File: config.mk
export PLATFORM = sky130hd
export DESIGN_NAME = rb_bank
export DESIGN_NICKNAME = d
export VERILOG_FILES = /design/src/pkg/rb_pkg.sv /design/src/hdl/rb_bank.sv /design/src/hdl/rb_latch_bit.sv /design/src/hdl/rb_sticky_bit.sv
export SDC_FILE = /design/constraint.sdc
export NUM_CORES = 1
export LEC_CHECK = 0
export BUFFER_PORTS_ARGS = -buffer_cell sky130_fd_sc_hd__buf_2
export CAP_MARGIN = 25
export CORE_MARGIN = 3
export CORE_UTILIZATION = 35
export CTS_CLUSTER_DIAMETER = 40
export DETAILED_ROUTE_END_ITERATION = 16
export HOLD_SLACK_MARGIN = 0.06
export PLACE_DENSITY_LB_ADDON = 0.1
export SYNTH_ARGS = -nofsm -noshare
export SYNTH_HDL_FRONTEND = slang
export SYNTH_HIERARCHICAL = 1
export SYNTH_SLANG_ARGS = --single-unit
File: constraint.sdc
create_clock -name mclk -period 2.1 [get_ports mclk]
set_input_delay 0.21 -clock mclk [delete_from_list [all_inputs] [get_ports mclk]]
set_output_delay 0.21 -clock mclk [all_outputs]
set_load 0.1 [all_outputs]
File: src/pkg/rb_pkg.sv
// Constants, types and register map of the register bit access bank.
package rb_pkg;

    localparam int ADDR_W = 8;
    localparam int DATA_W = 32;

    // Register offsets in bytes.
    localparam logic [7:0] OFF_CTRL   = 8'h00;
    localparam logic [7:0] OFF_STATUS = 8'h04;
    localparam logic [7:0] OFF_SEM    = 8'h08;
    localparam logic [7:0] OFF_RC     = 8'h0c;
    localparam logic [7:0] OFF_WO     = 8'h10;
    localparam logic [7:0] OFF_W1C    = 8'h14;
    localparam logic [7:0] OFF_WAC    = 8'h18;
    localparam logic [7:0] OFF_LATCH  = 8'h1c;
    localparam logic [7:0] OFF_STICKY = 8'h20;
    localparam logic [7:0] OFF_SELF   = 8'h24;

    // Field positions.
    localparam int CTRL_PLAIN_LSB = 0;
    localparam int CTRL_LITE_LSB  = 8;
    localparam int CTRL_SOFT_LSB  = 16;
    localparam int FIELD_W        = 8;
    localparam int STATUS_SEM_BIT = 8;
    localparam int STATUS_BSY_BIT = 9;
    localparam int LATCH_LOW_LSB  = 8;
    localparam int SELF_SC_BIT    = 0;
    localparam int SELF_SS_BIT    = 1;
    localparam int WAC_W          = 16;

    // Values after reset.
    localparam logic [7:0]  CTRL_PLAIN_RST = 8'h00;
    localparam logic [7:0]  CTRL_LITE_RST  = 8'h01;
    localparam logic [7:0]  CTRL_SOFT_RST  = 8'h02;
    localparam logic [31:0] WO_RST         = 32'h0000_0000;
    localparam logic        SEM_RST        = 1'b0;
    localparam logic        READY_RST      = 1'b1;

    // Self-clearing and self-setting times, rounded up to whole cycles.
    localparam int CLK_PERIOD_PS = 25000;
    localparam int SC_TIME_NS    = 100;
    localparam int SS_TIME_NS    = 200;
    localparam int SC_CYCLES     = (SC_TIME_NS * 1000 + CLK_PERIOD_PS - 1) / CLK_PERIOD_PS;
    localparam int SS_CYCLES     = (SS_TIME_NS * 1000 + CLK_PERIOD_PS - 1) / CLK_PERIOD_PS;
    localparam int CNT_W         = 4;

    typedef enum logic [0:0] {
        OP_IDLE,
        OP_BUSY
    } rb_op_state_t;

    typedef struct packed {
        logic [ADDR_W-1:0] addr;
        logic [DATA_W-1:0] wdata;
        logic              wr;
        logic              rd;
    } rb_req_t;

endpackage

File: src/hdl/rb_bank.sv
// Register bank showing each register bit access type behind a plain register port.
//
// The register offsets and strobed register access are this design's own decisions.
`timescale 1ns/1ps
// Functional notes
// - Read-only bits return their live value; writes change nothing.
// - A set-on-read bit becomes one when software reads it.
// - Clear-on-read bits return their value, then clear; writes do nothing.
// - Write-only bits take writes; their read value is meaningless.
// - Writing one clears a write-one-to-clear bit; zero leaves it.
// - Any write clears a write-anything-to-clear field.
// - Latch-low and latch-high bits hold until their register is read.
// - Self-clearing bits return to zero alone; writing zero does nothing.
// - Self-setting bits return to one alone; writing one does nothing.
// - Sticky status goes high on condition, follows it after being read.
// - Unread sticky status stays high even when its condition disappears.
// - Lite-reset-exempt bits keep their state through a lite reset.
// - Soft-reset-exempt bits keep their state through a software reset.
module rb_bank #(
    parameter int LATCH_W  = 4,
    parameter int STICKY_W = 4,
    parameter int EVENT_W  = 8
) (
    // Clock and hardware reset
    input  wire logic                 mclk,
    input  wire logic                 rst_n,
    // Lite and software reset requests, one cycle each
    input  wire logic                 lite_rst_req,
    input  wire logic                 soft_rst_req,
    // Register port
    input  wire rb_pkg::rb_req_t      bus_req,
    output logic [rb_pkg::DATA_W-1:0] bus_rdata,
    // Hardware conditions and events
    input  wire logic [7:0]           hw_status,
    input  wire logic [EVENT_W-1:0]   rc_event,
    input  wire logic [EVENT_W-1:0]   w1c_event,
    input  wire logic                 wac_event,
    input  wire logic [LATCH_W-1:0]   latch_high_in,
    input  wire logic [LATCH_W-1:0]   latch_low_in,
    input  wire logic [STICKY_W-1:0]  sticky_cond,
    // Control outputs
    output logic [7:0]                ctrl_plain,
    output logic [7:0]                lite_reset_exempt,
    output logic [7:0]                soft_reset_exempt,
    output logic [31:0]               wo_value,
    output logic                      sem_owned,
    output logic                      op_busy,
    output logic                      op_ready
);

    // Address decode.
    wire hit_ctrl   = bus_req.addr == rb_pkg::OFF_CTRL;
    wire hit_status = bus_req.addr == rb_pkg::OFF_STATUS;
    wire hit_sem    = bus_req.addr == rb_pkg::OFF_SEM;
    wire hit_rc     = bus_req.addr == rb_pkg::OFF_RC;
    wire hit_wo     = bus_req.addr == rb_pkg::OFF_WO;
    wire hit_w1c    = bus_req.addr == rb_pkg::OFF_W1C;
    wire hit_wac    = bus_req.addr == rb_pkg::OFF_WAC;
    wire hit_latch  = bus_req.addr == rb_pkg::OFF_LATCH;
    wire hit_sticky = bus_req.addr == rb_pkg::OFF_STICKY;
    wire hit_self   = bus_req.addr == rb_pkg::OFF_SELF;

    wire wr_ctrl    = bus_req.wr & hit_ctrl;
    wire wr_sem     = bus_req.wr & hit_sem;
    wire wr_wo      = bus_req.wr & hit_wo;
    wire wr_w1c     = bus_req.wr & hit_w1c;
    wire wr_wac     = bus_req.wr & hit_wac;
    wire wr_self    = bus_req.wr & hit_self;
    wire rd_sem     = bus_req.rd & hit_sem;
    wire rd_rc      = bus_req.rd & hit_rc;
    wire rd_latch   = bus_req.rd & hit_latch;
    wire rd_sticky  = bus_req.rd & hit_sticky;

    wire [31:0] wd  = bus_req.wdata;

    // Reset scopes. A lite or software reset clears all ordinary state;
    // each exempt field ignores only the reset that names it.
    wire clr_any    = lite_rst_req | soft_rst_req;
    wire clr_litefd = soft_rst_req;
    wire clr_softfd = lite_rst_req;

    // Control register fields.
    logic [7:0] plain_reg;
    logic [7:0] plain_next;
    logic [7:0] lite_reg;
    logic [7:0] lite_next;
    logic [7:0] softx_reg;
    logic [7:0] softx_next;

    assign plain_next = clr_any ? rb_pkg::CTRL_PLAIN_RST :
                        wr_ctrl ? wd[rb_pkg::CTRL_PLAIN_LSB +: rb_pkg::FIELD_W] : plain_reg;
    assign lite_next  = clr_litefd ? rb_pkg::CTRL_LITE_RST :
                        wr_ctrl ? wd[rb_pkg::CTRL_LITE_LSB +: rb_pkg::FIELD_W] : lite_reg;
    assign softx_next = clr_softfd ? rb_pkg::CTRL_SOFT_RST :
                        wr_ctrl ? wd[rb_pkg::CTRL_SOFT_LSB +: rb_pkg::FIELD_W] : softx_reg;

    // Hardware reset restores every field, exempt ones as well.
    always_ff @(posedge mclk) begin
        if (!rst_n) begin
            plain_reg <= rb_pkg::CTRL_PLAIN_RST;
            lite_reg  <= rb_pkg::CTRL_LITE_RST;
            softx_reg <= rb_pkg::CTRL_SOFT_RST;
        end else begin
            plain_reg <= plain_next;
            lite_reg  <= lite_next;
            softx_reg <= softx_next;
        end
    end

    // Set-on-read semaphore. Writing zero releases it; writing one does nothing.
    logic sem_reg;
    logic sem_next;

    assign sem_next = clr_any ? rb_pkg::SEM_RST :
                      (rd_sem | (sem_reg & ~(wr_sem & ~wd[0])));

    always_ff @(posedge mclk) begin
        if (!rst_n) begin
            sem_reg <= rb_pkg::SEM_RST;
        end else begin
            sem_reg <= sem_next;
        end
    end

    // Clear-on-read flags. An event in the cycle of the read is kept.
    logic [EVENT_W-1:0] rc_reg;
    logic [EVENT_W-1:0] rc_next;

    assign rc_next = clr_any ? '0 : (rc_event | (rc_reg & ~{EVENT_W{rd_rc}}));

    always_ff @(posedge mclk) begin
        if (!rst_n) begin
            rc_reg <= '0;
        end else begin
            rc_reg <= rc_next;
        end
    end

    // Write-only value. It drives an output and is never read back.
    logic [31:0] wo_reg;
    logic [31:0] wo_next;

    assign wo_next = clr_any ? rb_pkg::WO_RST : (wr_wo ? wd : wo_reg);

    always_ff @(posedge mclk) begin
        if (!rst_n) begin
            wo_reg <= rb_pkg::WO_RST;
        end else begin
            wo_reg <= wo_next;
        end
    end

    // Write-one-to-clear flags. Set wins over a clear in the same cycle.
    logic [EVENT_W-1:0] w1c_reg;
    logic [EVENT_W-1:0] w1c_next;
    wire  [EVENT_W-1:0] w1c_mask = wr_w1c ? wd[EVENT_W-1:0] : '0;

    assign w1c_next = clr_any ? '0 : (w1c_event | (w1c_reg & ~w1c_mask));

    always_ff @(posedge mclk) begin
        if (!rst_n) begin
            w1c_reg <= '0;
        end else begin
            w1c_reg <= w1c_next;
        end
    end

    // Write-anything-to-clear event counter, saturating at all ones.
    // An event in the cycle of the write is counted into the fresh value.
    logic [rb_pkg::WAC_W-1:0] wac_reg;
    logic [rb_pkg::WAC_W-1:0] wac_next;
    wire                      wac_full = &wac_reg;
    wire  [rb_pkg::WAC_W-1:0] wac_inc  = wac_reg + rb_pkg::WAC_W'(!wac_full);
    wire  [rb_pkg::WAC_W-1:0] wac_one  = rb_pkg::WAC_W'(wac_event);

    assign wac_next = clr_any ? '0 :
                      wr_wac  ? wac_one :
                      wac_event ? wac_inc : wac_reg;

    always_ff @(posedge mclk) begin
        if (!rst_n) begin
            wac_reg <= '0;
        end else begin
            wac_reg <= wac_next;
        end
    end

    // Latch-high and latch-low bits, cleared by a read of their register.
    logic [LATCH_W-1:0]  lh_bits;
    logic [LATCH_W-1:0]  ll_bits;
    logic [STICKY_W-1:0] sticky_bits;

    genvar gi;
    generate
        for (gi = 0; gi < LATCH_W; gi = gi + 1) begin : g_latch
            rb_latch_bit #(
                .ACTIVE_LOW (1'b0)
            ) u_high (
                .mclk    (mclk),
                .rst_n   (rst_n),
                .clr     (clr_any),
                .cond    (latch_high_in[gi]),
                .rd_clr  (rd_latch),
                .bit_out (lh_bits[gi])
            );
            rb_latch_bit #(
                .ACTIVE_LOW (1'b1)
            ) u_low (
                .mclk    (mclk),
                .rst_n   (rst_n),
                .clr     (clr_any),
                .cond    (latch_low_in[gi]),
                .rd_clr  (rd_latch),
                .bit_out (ll_bits[gi])
            );
        end
        for (gi = 0; gi < STICKY_W; gi = gi + 1) begin : g_sticky
            rb_sticky_bit u_sticky (
                .mclk    (mclk),
                .rst_n   (rst_n),
                .clr     (clr_any),
                .cond    (sticky_cond[gi]),
                .rd_clr  (rd_sticky),
                .bit_out (sticky_bits[gi])
            );
        end
    endgenerate

    // Self-clearing operation bit. Writing one starts a timed operation and
    // the bit falls by itself when it ends; a start while busy is ignored.
    rb_pkg::rb_op_state_t     op_state_reg;
    rb_pkg::rb_op_state_t     op_state_next;
    logic [rb_pkg::CNT_W-1:0] op_cnt_reg;
    logic [rb_pkg::CNT_W-1:0] op_cnt_next;
    wire                      op_start = wr_self & wd[rb_pkg::SELF_SC_BIT];
    wire  [rb_pkg::CNT_W-1:0] op_load  = rb_pkg::CNT_W'(rb_pkg::SC_CYCLES - 1);

    always_comb begin
        op_state_next = op_state_reg;
        op_cnt_next   = op_cnt_reg;
        case (op_state_reg)
            rb_pkg::OP_IDLE: begin
                if (op_start) begin
                    op_state_next = rb_pkg::OP_BUSY;
                    op_cnt_next   = op_load;
                end
            end
            rb_pkg::OP_BUSY: begin
                if (op_cnt_reg == '0) begin
                    op_state_next = rb_pkg::OP_IDLE;
                end else begin
                    op_cnt_next = op_cnt_reg - 1'b1;
                end
            end
            default: begin
                op_state_next = rb_pkg::OP_IDLE;
                op_cnt_next   = '0;
            end
        endcase
        if (clr_any) begin
            op_state_next = rb_pkg::OP_IDLE;
            op_cnt_next   = '0;
        end
    end

    always_ff @(posedge mclk) begin
        if (!rst_n) begin
            op_state_reg <= rb_pkg::OP_IDLE;
            op_cnt_reg   <= '0;
        end else begin
            op_state_reg <= op_state_next;
            op_cnt_reg   <= op_cnt_next;
        end
    end

    // Self-setting ready bit. Writing zero drops it for a fixed time, after
    // which it rises again by itself; writing one does nothing.
    logic                     rdy_reg;
    logic                     rdy_next;
    logic [rb_pkg::CNT_W-1:0] rdy_cnt_reg;
    logic [rb_pkg::CNT_W-1:0] rdy_cnt_next;
    wire                      rdy_drop = wr_self & ~wd[rb_pkg::SELF_SS_BIT];
    wire  [rb_pkg::CNT_W-1:0] rdy_load = rb_pkg::CNT_W'(rb_pkg::SS_CYCLES - 1);
    wire                      rdy_done = ~rdy_reg & (rdy_cnt_reg == '0);

    assign rdy_next     = clr_any ? rb_pkg::READY_RST :
                          rdy_drop ? 1'b0 : (rdy_reg | rdy_done);
    assign rdy_cnt_next = (clr_any | rdy_done) ? '0 :
                          rdy_drop ? rdy_load :
                          (~rdy_reg ? rdy_cnt_reg - 1'b1 : rdy_cnt_reg);

    always_ff @(posedge mclk) begin
        if (!rst_n) begin
            rdy_reg     <= rb_pkg::READY_RST;
            rdy_cnt_reg <= '0;
        end else begin
            rdy_reg     <= rdy_next;
            rdy_cnt_reg <= rdy_cnt_next;
        end
    end

    // Read values. Reserved bits and unmapped offsets read as zero, and the
    // write-only register reads as zero so nothing leaks from it.
    wire busy_bit = op_state_reg == rb_pkg::OP_BUSY;

    wire [31:0] rv_ctrl   = {8'h00, softx_reg, lite_reg, plain_reg};
    wire [31:0] rv_status = {22'h00_0000, busy_bit, sem_reg, hw_status};
    wire [31:0] rv_sem    = {31'h0000_0000, sem_reg};
    wire [31:0] rv_rc     = 32'(rc_reg);
    wire [31:0] rv_w1c    = 32'(w1c_reg);
    wire [31:0] rv_wac    = 32'(wac_reg);
    wire [31:0] rv_latch  = 32'(lh_bits) | (32'(ll_bits) << rb_pkg::LATCH_LOW_LSB);
    wire [31:0] rv_sticky = 32'(sticky_bits);
    wire [31:0] rv_self   = {30'h0000_0000, rdy_reg, busy_bit};

    wire [31:0] rd_mux = hit_ctrl   ? rv_ctrl   :
                         hit_status ? rv_status :
                         hit_sem    ? rv_sem    :
                         hit_rc     ? rv_rc     :
                         hit_w1c    ? rv_w1c    :
                         hit_wac    ? rv_wac    :
                         hit_latch  ? rv_latch  :
                         hit_sticky ? rv_sticky :
                         hit_self   ? rv_self   : 32'h0000_0000;

    // Read data stand only in the cycle after the read strobe.
    logic [31:0] rdata_reg;

    always_ff @(posedge mclk) begin
        if (!rst_n) begin
            rdata_reg <= 32'h0000_0000;
        end else begin
            rdata_reg <= bus_req.rd ? rd_mux : 32'h0000_0000;
        end
    end

    assign bus_rdata         = rdata_reg;
    assign ctrl_plain        = plain_reg;
    assign lite_reset_exempt = lite_reg;
    assign soft_reset_exempt = softx_reg;
    assign wo_value          = wo_reg;
    assign sem_owned         = sem_reg;
    assign op_busy           = busy_bit;
    assign op_ready          = rdy_reg;

endmodule

File: src/hdl/rb_latch_bit.sv
// One latch-high or latch-low bit that is cleared by a read of its register.
`timescale 1ns/1ps
module rb_latch_bit #(
    parameter bit ACTIVE_LOW = 1'b0
) (
    // Clock and resets
    input  wire logic mclk,
    input  wire logic rst_n,
    input  wire logic clr,
    // Condition and read
    input  wire logic cond,
    input  wire logic rd_clr,
    // Reported value
    output logic      bit_out
);

    logic seen_reg;
    logic seen_next;
    wire  cond_hit = ACTIVE_LOW ? ~cond : cond;

    // A condition in the cycle of the read survives it.
    assign seen_next = cond_hit | (seen_reg & ~rd_clr);
    assign bit_out   = ACTIVE_LOW ? ~seen_reg : seen_reg;

    always_ff @(posedge mclk) begin
        if (!rst_n || clr) begin
            seen_reg <= 1'b0;
        end else begin
            seen_reg <= seen_next;
        end
    end

endmodule

File: src/hdl/rb_sticky_bit.sv
// One sticky latch-high status bit that follows its condition once read.
`timescale 1ns/1ps
module rb_sticky_bit (
    // Clock and resets
    input  wire logic mclk,
    input  wire logic rst_n,
    input  wire logic clr,
    // Condition and read
    input  wire logic cond,
    input  wire logic rd_clr,
    // Reported value
    output logic      bit_out
);

    logic bit_reg;
    logic read_reg;
    logic bit_next;
    logic read_next;

    // Unread, the bit holds; once read, it drops with the condition.
    assign bit_next  = cond | (bit_reg & ~read_reg);
    // A read only counts while the bit is high; a new rise is unread again.
    assign read_next = bit_reg & (read_reg | rd_clr);
    assign bit_out   = bit_reg;

    always_ff @(posedge mclk) begin
        if (!rst_n || clr) begin
            bit_reg  <= 1'b0;
            read_reg <= 1'b0;
        end else begin
            bit_reg  <= bit_next;
            read_reg <= read_next;
        end
    end

endmodule

==> impl_metrics.ini, run 1 <==
[run_status]
status = finished, final reports clean

[grt]
first_global_vias = 5620
grt_overflow_total = 0
grt_max_degree = 33
grt_pass1_wl_um = 29000
track_usage_pct = 19.8
antenna_found_initial = 2

[synthesis]
yosys.area.top_type_share_pct = 45.9
seq_area_frac_synth_pct = 45.9
yosys-top-cells-count = dfxtp_1, nand2_1, a21oi_1
synth_edf_count = 0
synth.most_common_cell = dfxtp_1
avgSynthCellArea_um2 = 8.60
syn_inst = 706
ys_seq_elements = 139
syn_area_um2 = 6070
async_reset_ff_share_pct = 0
synth_top_area_cell = dfxtp_1
synthDistinctLibCells = 62
synthFlopType = dfxtp_1
yosys_warnings = 6
synthTopCellsByArea = dfxtp_1, nand2_1, a21oi_1, nor2_1, mux2i_1

[worst_setup_path]
arrival_ns = 2.31
timing.rr.end = wac_reg[12]$_SDFFE_PP0P_
critPathMaxFanout = 5
worst-setup-path-type = reg2reg
required_ns = 2.38
reg2reg_depth = 9
critPathCaptureType = register
r2r-start = wac_reg[10]$_SDFFE_PP0P_
reg2reg_slack_ns = 0.07
startpoint_type = register

[sta]
finClkSkew_ns = 0.00607
finalCritPeriodShare_pct = 96.7
tns_ns = 0
slew_headroom_pct = 54.1
tightest_slew_ns = 0.689
final-hold-violation-count = 0
finalSetupViolations = 0
holdWs_ns = 0.0829
slew_violations = 0
period_needed_ns = 2.03
fmax_mhz = 492
rsz0062_at_grt = true

[placement]
place.gp.congestion = 0.924
port_buffers = 165
post-dp-hpwl_um = 14300

[clock_tree]
cts_made_buffers = 17
cts_tree = built
htree_levels = 4
clock_latency_ns = 0.41
clock_sinks = 139
cts_buffer_depth = 2
clk_pin_slew_ns = 0.06
root_buffer = clkbuf_16

[layout]
diodes = 0
nets = 1031
largest_register_ff_count = 32
area_growth_pct = 40.0
drive_gt1_share_pct = 29.3

[floorplan]
dieArea_um2 = 19000
die_height_um = 138
die_x_um = 138
core-area_um2 = 16800
start_util_pct = 36.2
ios = 174
rows = 47

[routing]
ant_nets = 0
num_vias = 5783
route.detailed.drc = 0
dr.first_iter.drc_count = 276
drt_wl_total_um = 19000
routedWlPerCell_um = 16.2
first_pass_iters = 5
via_per_inst = 4.92

[worst_hold_path]
hold-path-cell-count = 3
min_to = wo_value[2]$_SDFFE_PP0P_
hold_class = in2reg
hold_start = bus_req[4]

[power]
p_leak_nw = 3.52
ir_drop_mv = 0.529
power.density_nw_per_um2 = 743

[run]
maxCapViolations = 0
[metal layers]
metal  up-vias  GRT usage (%)  wire, um
met5         -              0        14
met4         4           5.60       269
met3        22           5.77      1440
met2       197           32.7      8740
met1      2685           25.3      8580
li1       2875              -         -
[metrics by stage]
step	total power, mW	setup WS (ns)	cell area, um^2	utilization, %	cells
2_1_floorplan	2.96	0.0157	6110	-	713
3_3_place_gp	3.12	-0.0827	7230	43.1	1084
3_5_place_dp	3.12	-0.161	7230	43.1	1084
4_1_cts	6.37	0.0358	8480	50.6	1175
5_1_grt	6.52	-0.0121	8500	50.7	1176
6_report	6.31	0.0694	8500	50.7	1176
[cells in the final DEF (no fill, tap or decap), drive strengths merged, types with 6 or more instances in the layout]
cell         synthesis  layout
a21boi               8       8
nor2b                9       9
buf                 34     207
nor4                 7       7
and2                10      10
nand2b              22      22
nor2                47      47
nand2              129     129
dfxtp              139     139
mux2i               12      12
xnor2               13      13
and3                 7       7
nand3               18      18
clkbuf              18      20
o21a                 9       9
clkinv               0       7
dlygate4sd3          0      56
inv                 22      22
conb                 1       8
nor3                 9       9
o21ai                9       9
nand4                6       6
a21oi               92      92
[worst max path at each step]
stage | startpoint | slack (ns) | to | depth (start not counted)
final | wac_reg[10]$_SDFFE_PP0P_ | 0.07 | wac_reg[12]$_SDFFE_PP0P_ | 9
after global routing | wac_reg[12]$_SDFFE_PP0P_ | -0.01 | wac_reg[7]$_SDFFE_PP0P_ | 9
after CTS | wac_reg[2]$_SDFFE_PP0P_ | 0.04 | wac_reg[12]$_SDFFE_PP0P_ | 8
after detailed placement | wac_reg[13]$_SDFFE_PP0P_ | -0.16 | wac_reg[15]$_SDFFE_PP0P_ | 8
after global placement | wac_reg[13]$_SDFFE_PP0P_ | -0.08 | wac_reg[14]$_SDFFE_PP0P_ | 9
after floorplan | wac_reg[13]$_SDFFE_PP0P_ | 0.02 | wac_reg[12]$_SDFFE_PP0P_ | 9
[worst max-delay path, stage by stage, from the launching register on]
cell	delay, ns
dfxtp_2	0.32
nand4_1	0.12
or2_4	0.28
or4_4	0.43
ha_4	0.19
ha_4	0.17
nand3_4	0.11
nor4_2	0.05
xnor2_1	0.16
nor2_1	0.06
[logic make-up after synthesis]
kind of cell | Yosys count | synth area share (%)
adder cells (fa/ha/maj) | 5 | 1.03
buffers and inverters | 74 | 5.69
AO/OA/AOI/OAI | 163 | 17.4
flip-flops | 139 | 45.9
AND/OR/NAND/NOR | 292 | 25.0
XOR/XNOR | 18 | 2.60
multiplexers | 14 | 2.35
other | 1 | 0.0618
[report_power, final]
group	internal, mW	leakage [nW]	switching [mW]
clock	2.04	0.310	1.12
sequential	2.66	1.12	0.0116
combinational	0.205	2.08	0.278
total	4.90	3.52	1.41
[cell type report]
type,instances,area (um^2)
Multi-Input combinational cell,500,3020
Sequential cell,139,2790
Clock inverter,12,170
Clock buffer,20,457
Timing Repair Buffer,263,1700
Fill cell,1624,8260
Inverter,22,82.6
Tap cell,220,275
[what timing repair did]
item / in CTS / in global routing
buffers inserted: 3 / 1
endpoints found under the hold margin: 70 / 0
hold buffers: 56 / 0
resized for setup: 6 / 3
endpoints found under the setup margin: 15 / 7
pin swaps: 5 / 0
No activity file was read; power rests on OpenSTA's default activity.
==> inputs of run 2 (changes only) <==
--- a/config.mk
+++ b/config.mk
@@ -15,5 +15,4 @@
 export PLACE_DENSITY_LB_ADDON = 0.1
 export SYNTH_ARGS = -nofsm -noshare
 export SYNTH_HDL_FRONTEND = slang
-export SYNTH_HIERARCHICAL = 1
 export SYNTH_SLANG_ARGS = --single-unit
==> impl_metrics.ini, run 2 <==
[layout]
multi_input_area_um2 = 2670
final_common_cell = buf_2
regArea_um2 = 2790
fin_util_pct = 50.9
largest_register_ff_count = 32
mostFrequentLayoutCells = buf_2, nand2_1, dfxtp_1
drive_gt1_share_pct = 27.7
area_growth_pct = 42.3
nets = 997
fillers = 1554
diodes = 0

[clock_tree]
root_buffer = clkbuf_16
clk_pin_slew_ns = 0.06
clock_sinks = 139
clock_latency_ns = 0.41
cts_buffer_depth = 2
cts_made_buffers = 17
post-cts-setup-buffers = 0
cts_tree = built
htree_levels = 4

[run]
maxCapViolations = 0

[synthesis]
synthFlopType = dfxtp_1
synth.most_common_cell = nand2_1
seq_area_frac_synth_pct = 48.7
synthDistinctLibCells = 58
async_reset_ff_share_pct = 0
yosys_warnings = 0
synth_edf_count = 0
syn_area_um2 = 5710
synthTopCellsByArea = dfxtp_1, nand2_1, a21oi_1, nor2_1, xor2_1
avgSynthCellArea_um2 = 8.48
synth_top_area_cell = dfxtp_1
yosys.area.top_type_share_pct = 48.7
ys_seq_elements = 139
syn_inst = 673
yosys-top-cells-count = nand2_1, dfxtp_1, a21oi_1

[sta]
period_needed_ns = 1.92
tns_ns = 0
finalCritPeriodShare_pct = 91.3
tightest_slew_ns = 0.508
finClkSkew_ns = 0.00615
slew_violations = 0
final-hold-violation-count = 0
finalSetupViolations = 0
holdWs_ns = 0.104
rsz0062_at_grt = false
fmax_mhz = 522
slew_headroom_pct = 65.9

[power]
power_mw = 6.59
p_leak_nw = 3.43
power.density_nw_per_um2 = 812
ir_drop_mv = 0.541

[run_status]
status = finished, final reports clean

[worst_setup_path]
arrival_ns = 2.23
critPathMaxFanout = 3
required_ns = 2.42
critPathCaptureType = register
worst-setup-path-type = reg2reg
startpoint_type = register

[routing]
via_per_inst = 4.89
route.detailed.drc = 0
ant_nets = 0
first_pass_iters = 5
dr.first_iter.drc_count = 308
drt_wl_total_um = 18100
num_vias = 5556
routedWlPerCell_um = 16.0

[placement]
post-dp-hpwl_um = 13600
port_buffers = 165
place.gp.congestion = 0.857

[floorplan]
start_util_pct = 35.8
die_x_um = 134
die_height_um = 134
rows = 46
core-area_um2 = 15900
ios = 174
dieArea_um2 = 17900

[worst_hold_path]
hold_class = in2reg

[grt]
grt_max_degree = 33
antenna_found_initial = 1
first_global_vias = 5446
track_usage_pct = 20.2
grt_overflow_total = 0
grt_pass1_wl_um = 28700
run 2: cell count changes in the layout (fill, tap and decap cells not counted), sizes merged, moves of 6 or more:
| cell | previous run | this run |
|---|---|---|
| nand2 | 129 | 151 |
| nor2 | 47 | 68 |
| nand2b | 22 | 2 |
| mux2i | 12 | 2 |
| inv | 22 | 13 |
| a21boi | 8 | 0 |
| o21a | 9 | 1 |
| xor2 | 5 | 13 |
| clkinv | 7 | 0 |
| xnor2 | 13 | 6 |
| nand3 | 18 | 12 |
run 2: layer usage:
metal | up-vias | GRT usage, % | routed length [um]
met5 | - | 0 | 11
met4 | 2 | 5.43 | 235
met3 | 16 | 5.78 | 956
met2 | 155 | 33.1 | 8810
met1 | 2631 | 26.1 | 8110
li1 | 2752 | - | -
run 2: critical path, cell delays in order (launching register included):
cell	delay [ns]
dfxtp_1	0.33
inv_1	0.08
ha_1	0.17
or3b_2	0.48
a32oi_1	0.33
buf_4	0.19
nor2_1	0.04
a211oi_1	0.21
run 2: through the flow:
stage | worst slack (ns) | cell area, um^2 | cells
floorplan | 0.0629 | 5740 | 680
global placement | 0.182 | 6880 | 1051
detailed placement | 0.0878 | 6880 | 1051
CTS | 0.0758 | 8110 | 1136
global route | 0.0133 | 8120 | 1136
finish | 0.183 | 8120 | 1136
run 2: path summary, 6_finish.rpt:
check / slack [ns] / startpoint / depth (start not counted) / to
worst max-delay path: 0.18 / op_cnt_reg[0]$_SDFFE_PP0P_ / 7 / op_cnt_reg[1]$_SDFFE_PP0P_
worst min-delay path: 0.10 / bus_req[7] / 3 / wo_value[5]$_SDFFE_PP0P_
worst max register to register: 0.18 / op_cnt_reg[0]$_SDFFE_PP0P_ / 7 / op_cnt_reg[1]$_SDFFE_PP0P_
worst min register to register: 0.45 / wo_value[0]$_SDFFE_PP0P_ / 2 / wo_value[0]$_SDFFE_PP0P_
run 2: where the power goes:
group | total (mW) | switching (mW) | internal (mW)
sequential | 2.67 | 0.0129 | 2.65
combinational | 0.428 | 0.245 | 0.183
clock | 3.50 | 1.13 | 2.37
run 2: area by class of cell:
type	count	share of cell area, %
clock buffers	19	5.45
flip-flops and latches	139	34.3
clock inverters	11	2.97
inverters	12	0.555
well taps	216	3.33
repair buffers	257	20.5
multi-input cells	482	32.9
run 2: cell families (layout without fill, tap and decap cells):
kind of cell | count (synthesis) | count (layout) | share of synthesized area (%)
other cells | 1 | 8 | 0.0657
xor+xnor | 19 | 19 | 2.91
simple gates | 295 | 295 | 24.5
flops | 139 | 139 | 48.7
fa+ha+maj | 5 | 5 | 1.10
mux | 7 | 7 | 1.34
compound gates | 148 | 148 | 16.3
buf+inv | 59 | 299 | 5.06
run 2: what timing repair did:
item,4_1_cts,5_1_grt
gates resized for setup,0,4
hold endpoints to repair,69,0
setup endpoints to repair,0,7
hold buffers,55,0
==> inputs of run 3 (changes only) <==
--- a/config.mk
+++ b/config.mk
@@ -8,7 +8,7 @@
 export BUFFER_PORTS_ARGS = -buffer_cell sky130_fd_sc_hd__buf_2
 export CAP_MARGIN = 25
 export CORE_MARGIN = 3
-export CORE_UTILIZATION = 35
+export CORE_UTILIZATION = 40
 export CTS_CLUSTER_DIAMETER = 40
 export DETAILED_ROUTE_END_ITERATION = 16
 export HOLD_SLACK_MARGIN = 0.06
==> impl_metrics.ini, run 3 (same netlist as run 2, synthesis figures left out) <==
[layout]
area_growth_pct = 39.4
multi_input_area_um2 = 2670
drive_gt1_share_pct = 27.3
diodes = 0
largest_register_ff_count = 32
nets = 990
fillers = 1289
regArea_um2 = 2790
final_common_cell = buf_2
mostFrequentLayoutCells = buf_2, nand2_1, dfxtp_1

[sta]
slew_headroom_pct = 63.5
finClkSkew_ns = 0.00728
finalCritPeriodShare_pct = 92.6
final-hold-violation-count = 0
setup_ws_ns = 0.155
holdWs_ns = 0.0851
finalSetupViolations = 0
period_needed_ns = 1.95
slew_violations = 0
tns_ns = 0
rsz0062_at_grt = false
tightest_slew_ns = 0.548
fmax_mhz = 514

[routing]
dr.first_iter.drc_count = 439
drt_wl_total_um = 17900
num_vias = 5549
via_per_inst = 5.07
route.detailed.drc = 0
routedWlPerCell_um = 16.4
ant_nets = 0
first_pass_iters = 7

[worst_setup_path]
r2r-start = wac_reg[6]$_SDFFE_PP0P_
worst-setup-path-type = reg2reg
arrival_ns = 2.24
reg2reg_depth = 10
critPathCaptureType = register
startpoint_type = register
required_ns = 2.40
critPathMaxFanout = 4
timing.rr.end = wac_reg[6]$_SDFFE_PP0P_
reg2reg_slack_ns = 0.15

[worst_hold_path]
hold_class = in2reg
min_to = soft_reset_exempt[0]$_SDFFE_PP0P_
hold-path-cell-count = 3
hold_start = bus_req[18]

[grt]
grt_pass1_wl_um = 28700
antenna_found_initial = 0
track_usage_pct = 22.8
grt_max_degree = 50
grt_overflow_total = 0
first_global_vias = 5469

[run]
maxCapViolations = 0

[power]
p_leak_nw = 3.38
ir_drop_mv = 0.512
power.density_nw_per_um2 = 775
power_mw = 6.17

[floorplan]
rows = 43
dieArea_um2 = 15700
die_x_um = 125
die_height_um = 125
ios = 174
start_util_pct = 41.0
core-area_um2 = 13900

[placement]
port_buffers = 165
place.gp.congestion = 0.912
pre_cts_slack_ns = 0.0537
post-dp-hpwl_um = 13300

[clock_tree]
post-cts-setup-buffers = 0
root_buffer = clkbuf_16
htree_levels = 4
clock_sinks = 139
clk_pin_slew_ns = 0.06
cts_buffer_depth = 2
clock_latency_ns = 0.42
cts_made_buffers = 17
cts_tree = built

[run_status]
status = finished, final reports clean
## run 3: changes by cell type in the layout (fill, tap and decap cells not counted)
cell / change
dlygate4sd3_1: -1
dfxtp_1: +1
clkinv_2: +3
clkinvlp_4: -1
buf_12: +1
inv_6: +1
inv_8: +1
buf_4: -7
bufinv_16: -4
clkinv_4: +2
dfxtp_2: -1
## run 3: final cells by class
| type | count | share of cell area, % |
|---|---|---|
| clock inverters | 13 | 2.09 |
| inverters | 12 | 0.566 |
| clock buffers | 19 | 5.57 |
| flip-flops and latches | 139 | 35.0 |
| multi-input cells | 482 | 33.5 |
| well taps | 180 | 2.83 |
| repair buffers | 250 | 20.4 |
## run 3: report_power, final
group	internal, mW	leakage [nW]	switching (mW)	total (mW)
registers	2.65	1.12	0.0131	2.67
logic	0.180	1.96	0.244	0.425
clock network	1.91	0.296	1.17	3.08
total	4.75	3.38	1.42	6.17
## run 3: worst max-delay path by stage
stage,startpoint,end,slack (ns)
after detailed placement,wac_reg[4]$_SDFFE_PP0P_,wac_reg[6]$_SDFFE_PP0P_,0.05
after CTS,wac_reg[4]$_SDFFE_PP0P_,wac_reg[6]$_SDFFE_PP0P_,0.03
after global routing,wac_reg[6]$_SDFFE_PP0P_,wac_reg[6]$_SDFFE_PP0P_,0.02
final,wac_reg[6]$_SDFFE_PP0P_,wac_reg[6]$_SDFFE_PP0P_,0.15
after floorplan,wac_reg[4]$_SDFFE_PP0P_,wac_reg[14]$_SDFFE_PP0P_,0.06
after global placement,wac_reg[4]$_SDFFE_PP0P_,wac_reg[14]$_SDFFE_PP0P_,0.19
## run 3: through the flow
| stage | area, um^2 | cells | util [%] |
|---|---|---|---|
| global route | 7960 | 1095 | 57.1 |
| finish | 7960 | 1095 | 57.1 |
| detailed placement | 6800 | 1009 | 48.8 |
| global placement | 6800 | 1009 | 48.8 |
| floorplan | 5740 | 680 | - |
| CTS | 7950 | 1095 | 57.1 |
## run 3: worst max-delay path, stage by stage (launching register included)
cell     delay, ns
dfxtp_1       0.39
nand4_1       0.17
nor3_2        0.22
nand4_1       0.12
ha_1          0.23
ha_1          0.22
nand2_1       0.08
nor2_1        0.07
nand3_1       0.11
xor2_1        0.17
nor2_1        0.06
## run 3: repair_timing
item	4_1_cts	5_1_grt
endpoints found under the hold margin	65	0
hold buffers	54	0
resized for setup	0	3
endpoints found under the setup margin	0	11
## run 3: metal layers
layer / global-route usage (%) / wire length, um / vias up
li1: - / - / 2750
met3: 4.36 / 777 / 32
met5: 0 / 0 / -
met2: 37.9 / 8800 / 159
met4: 7.72 / 344 / 0
met1: 29.8 / 7980 / 2608
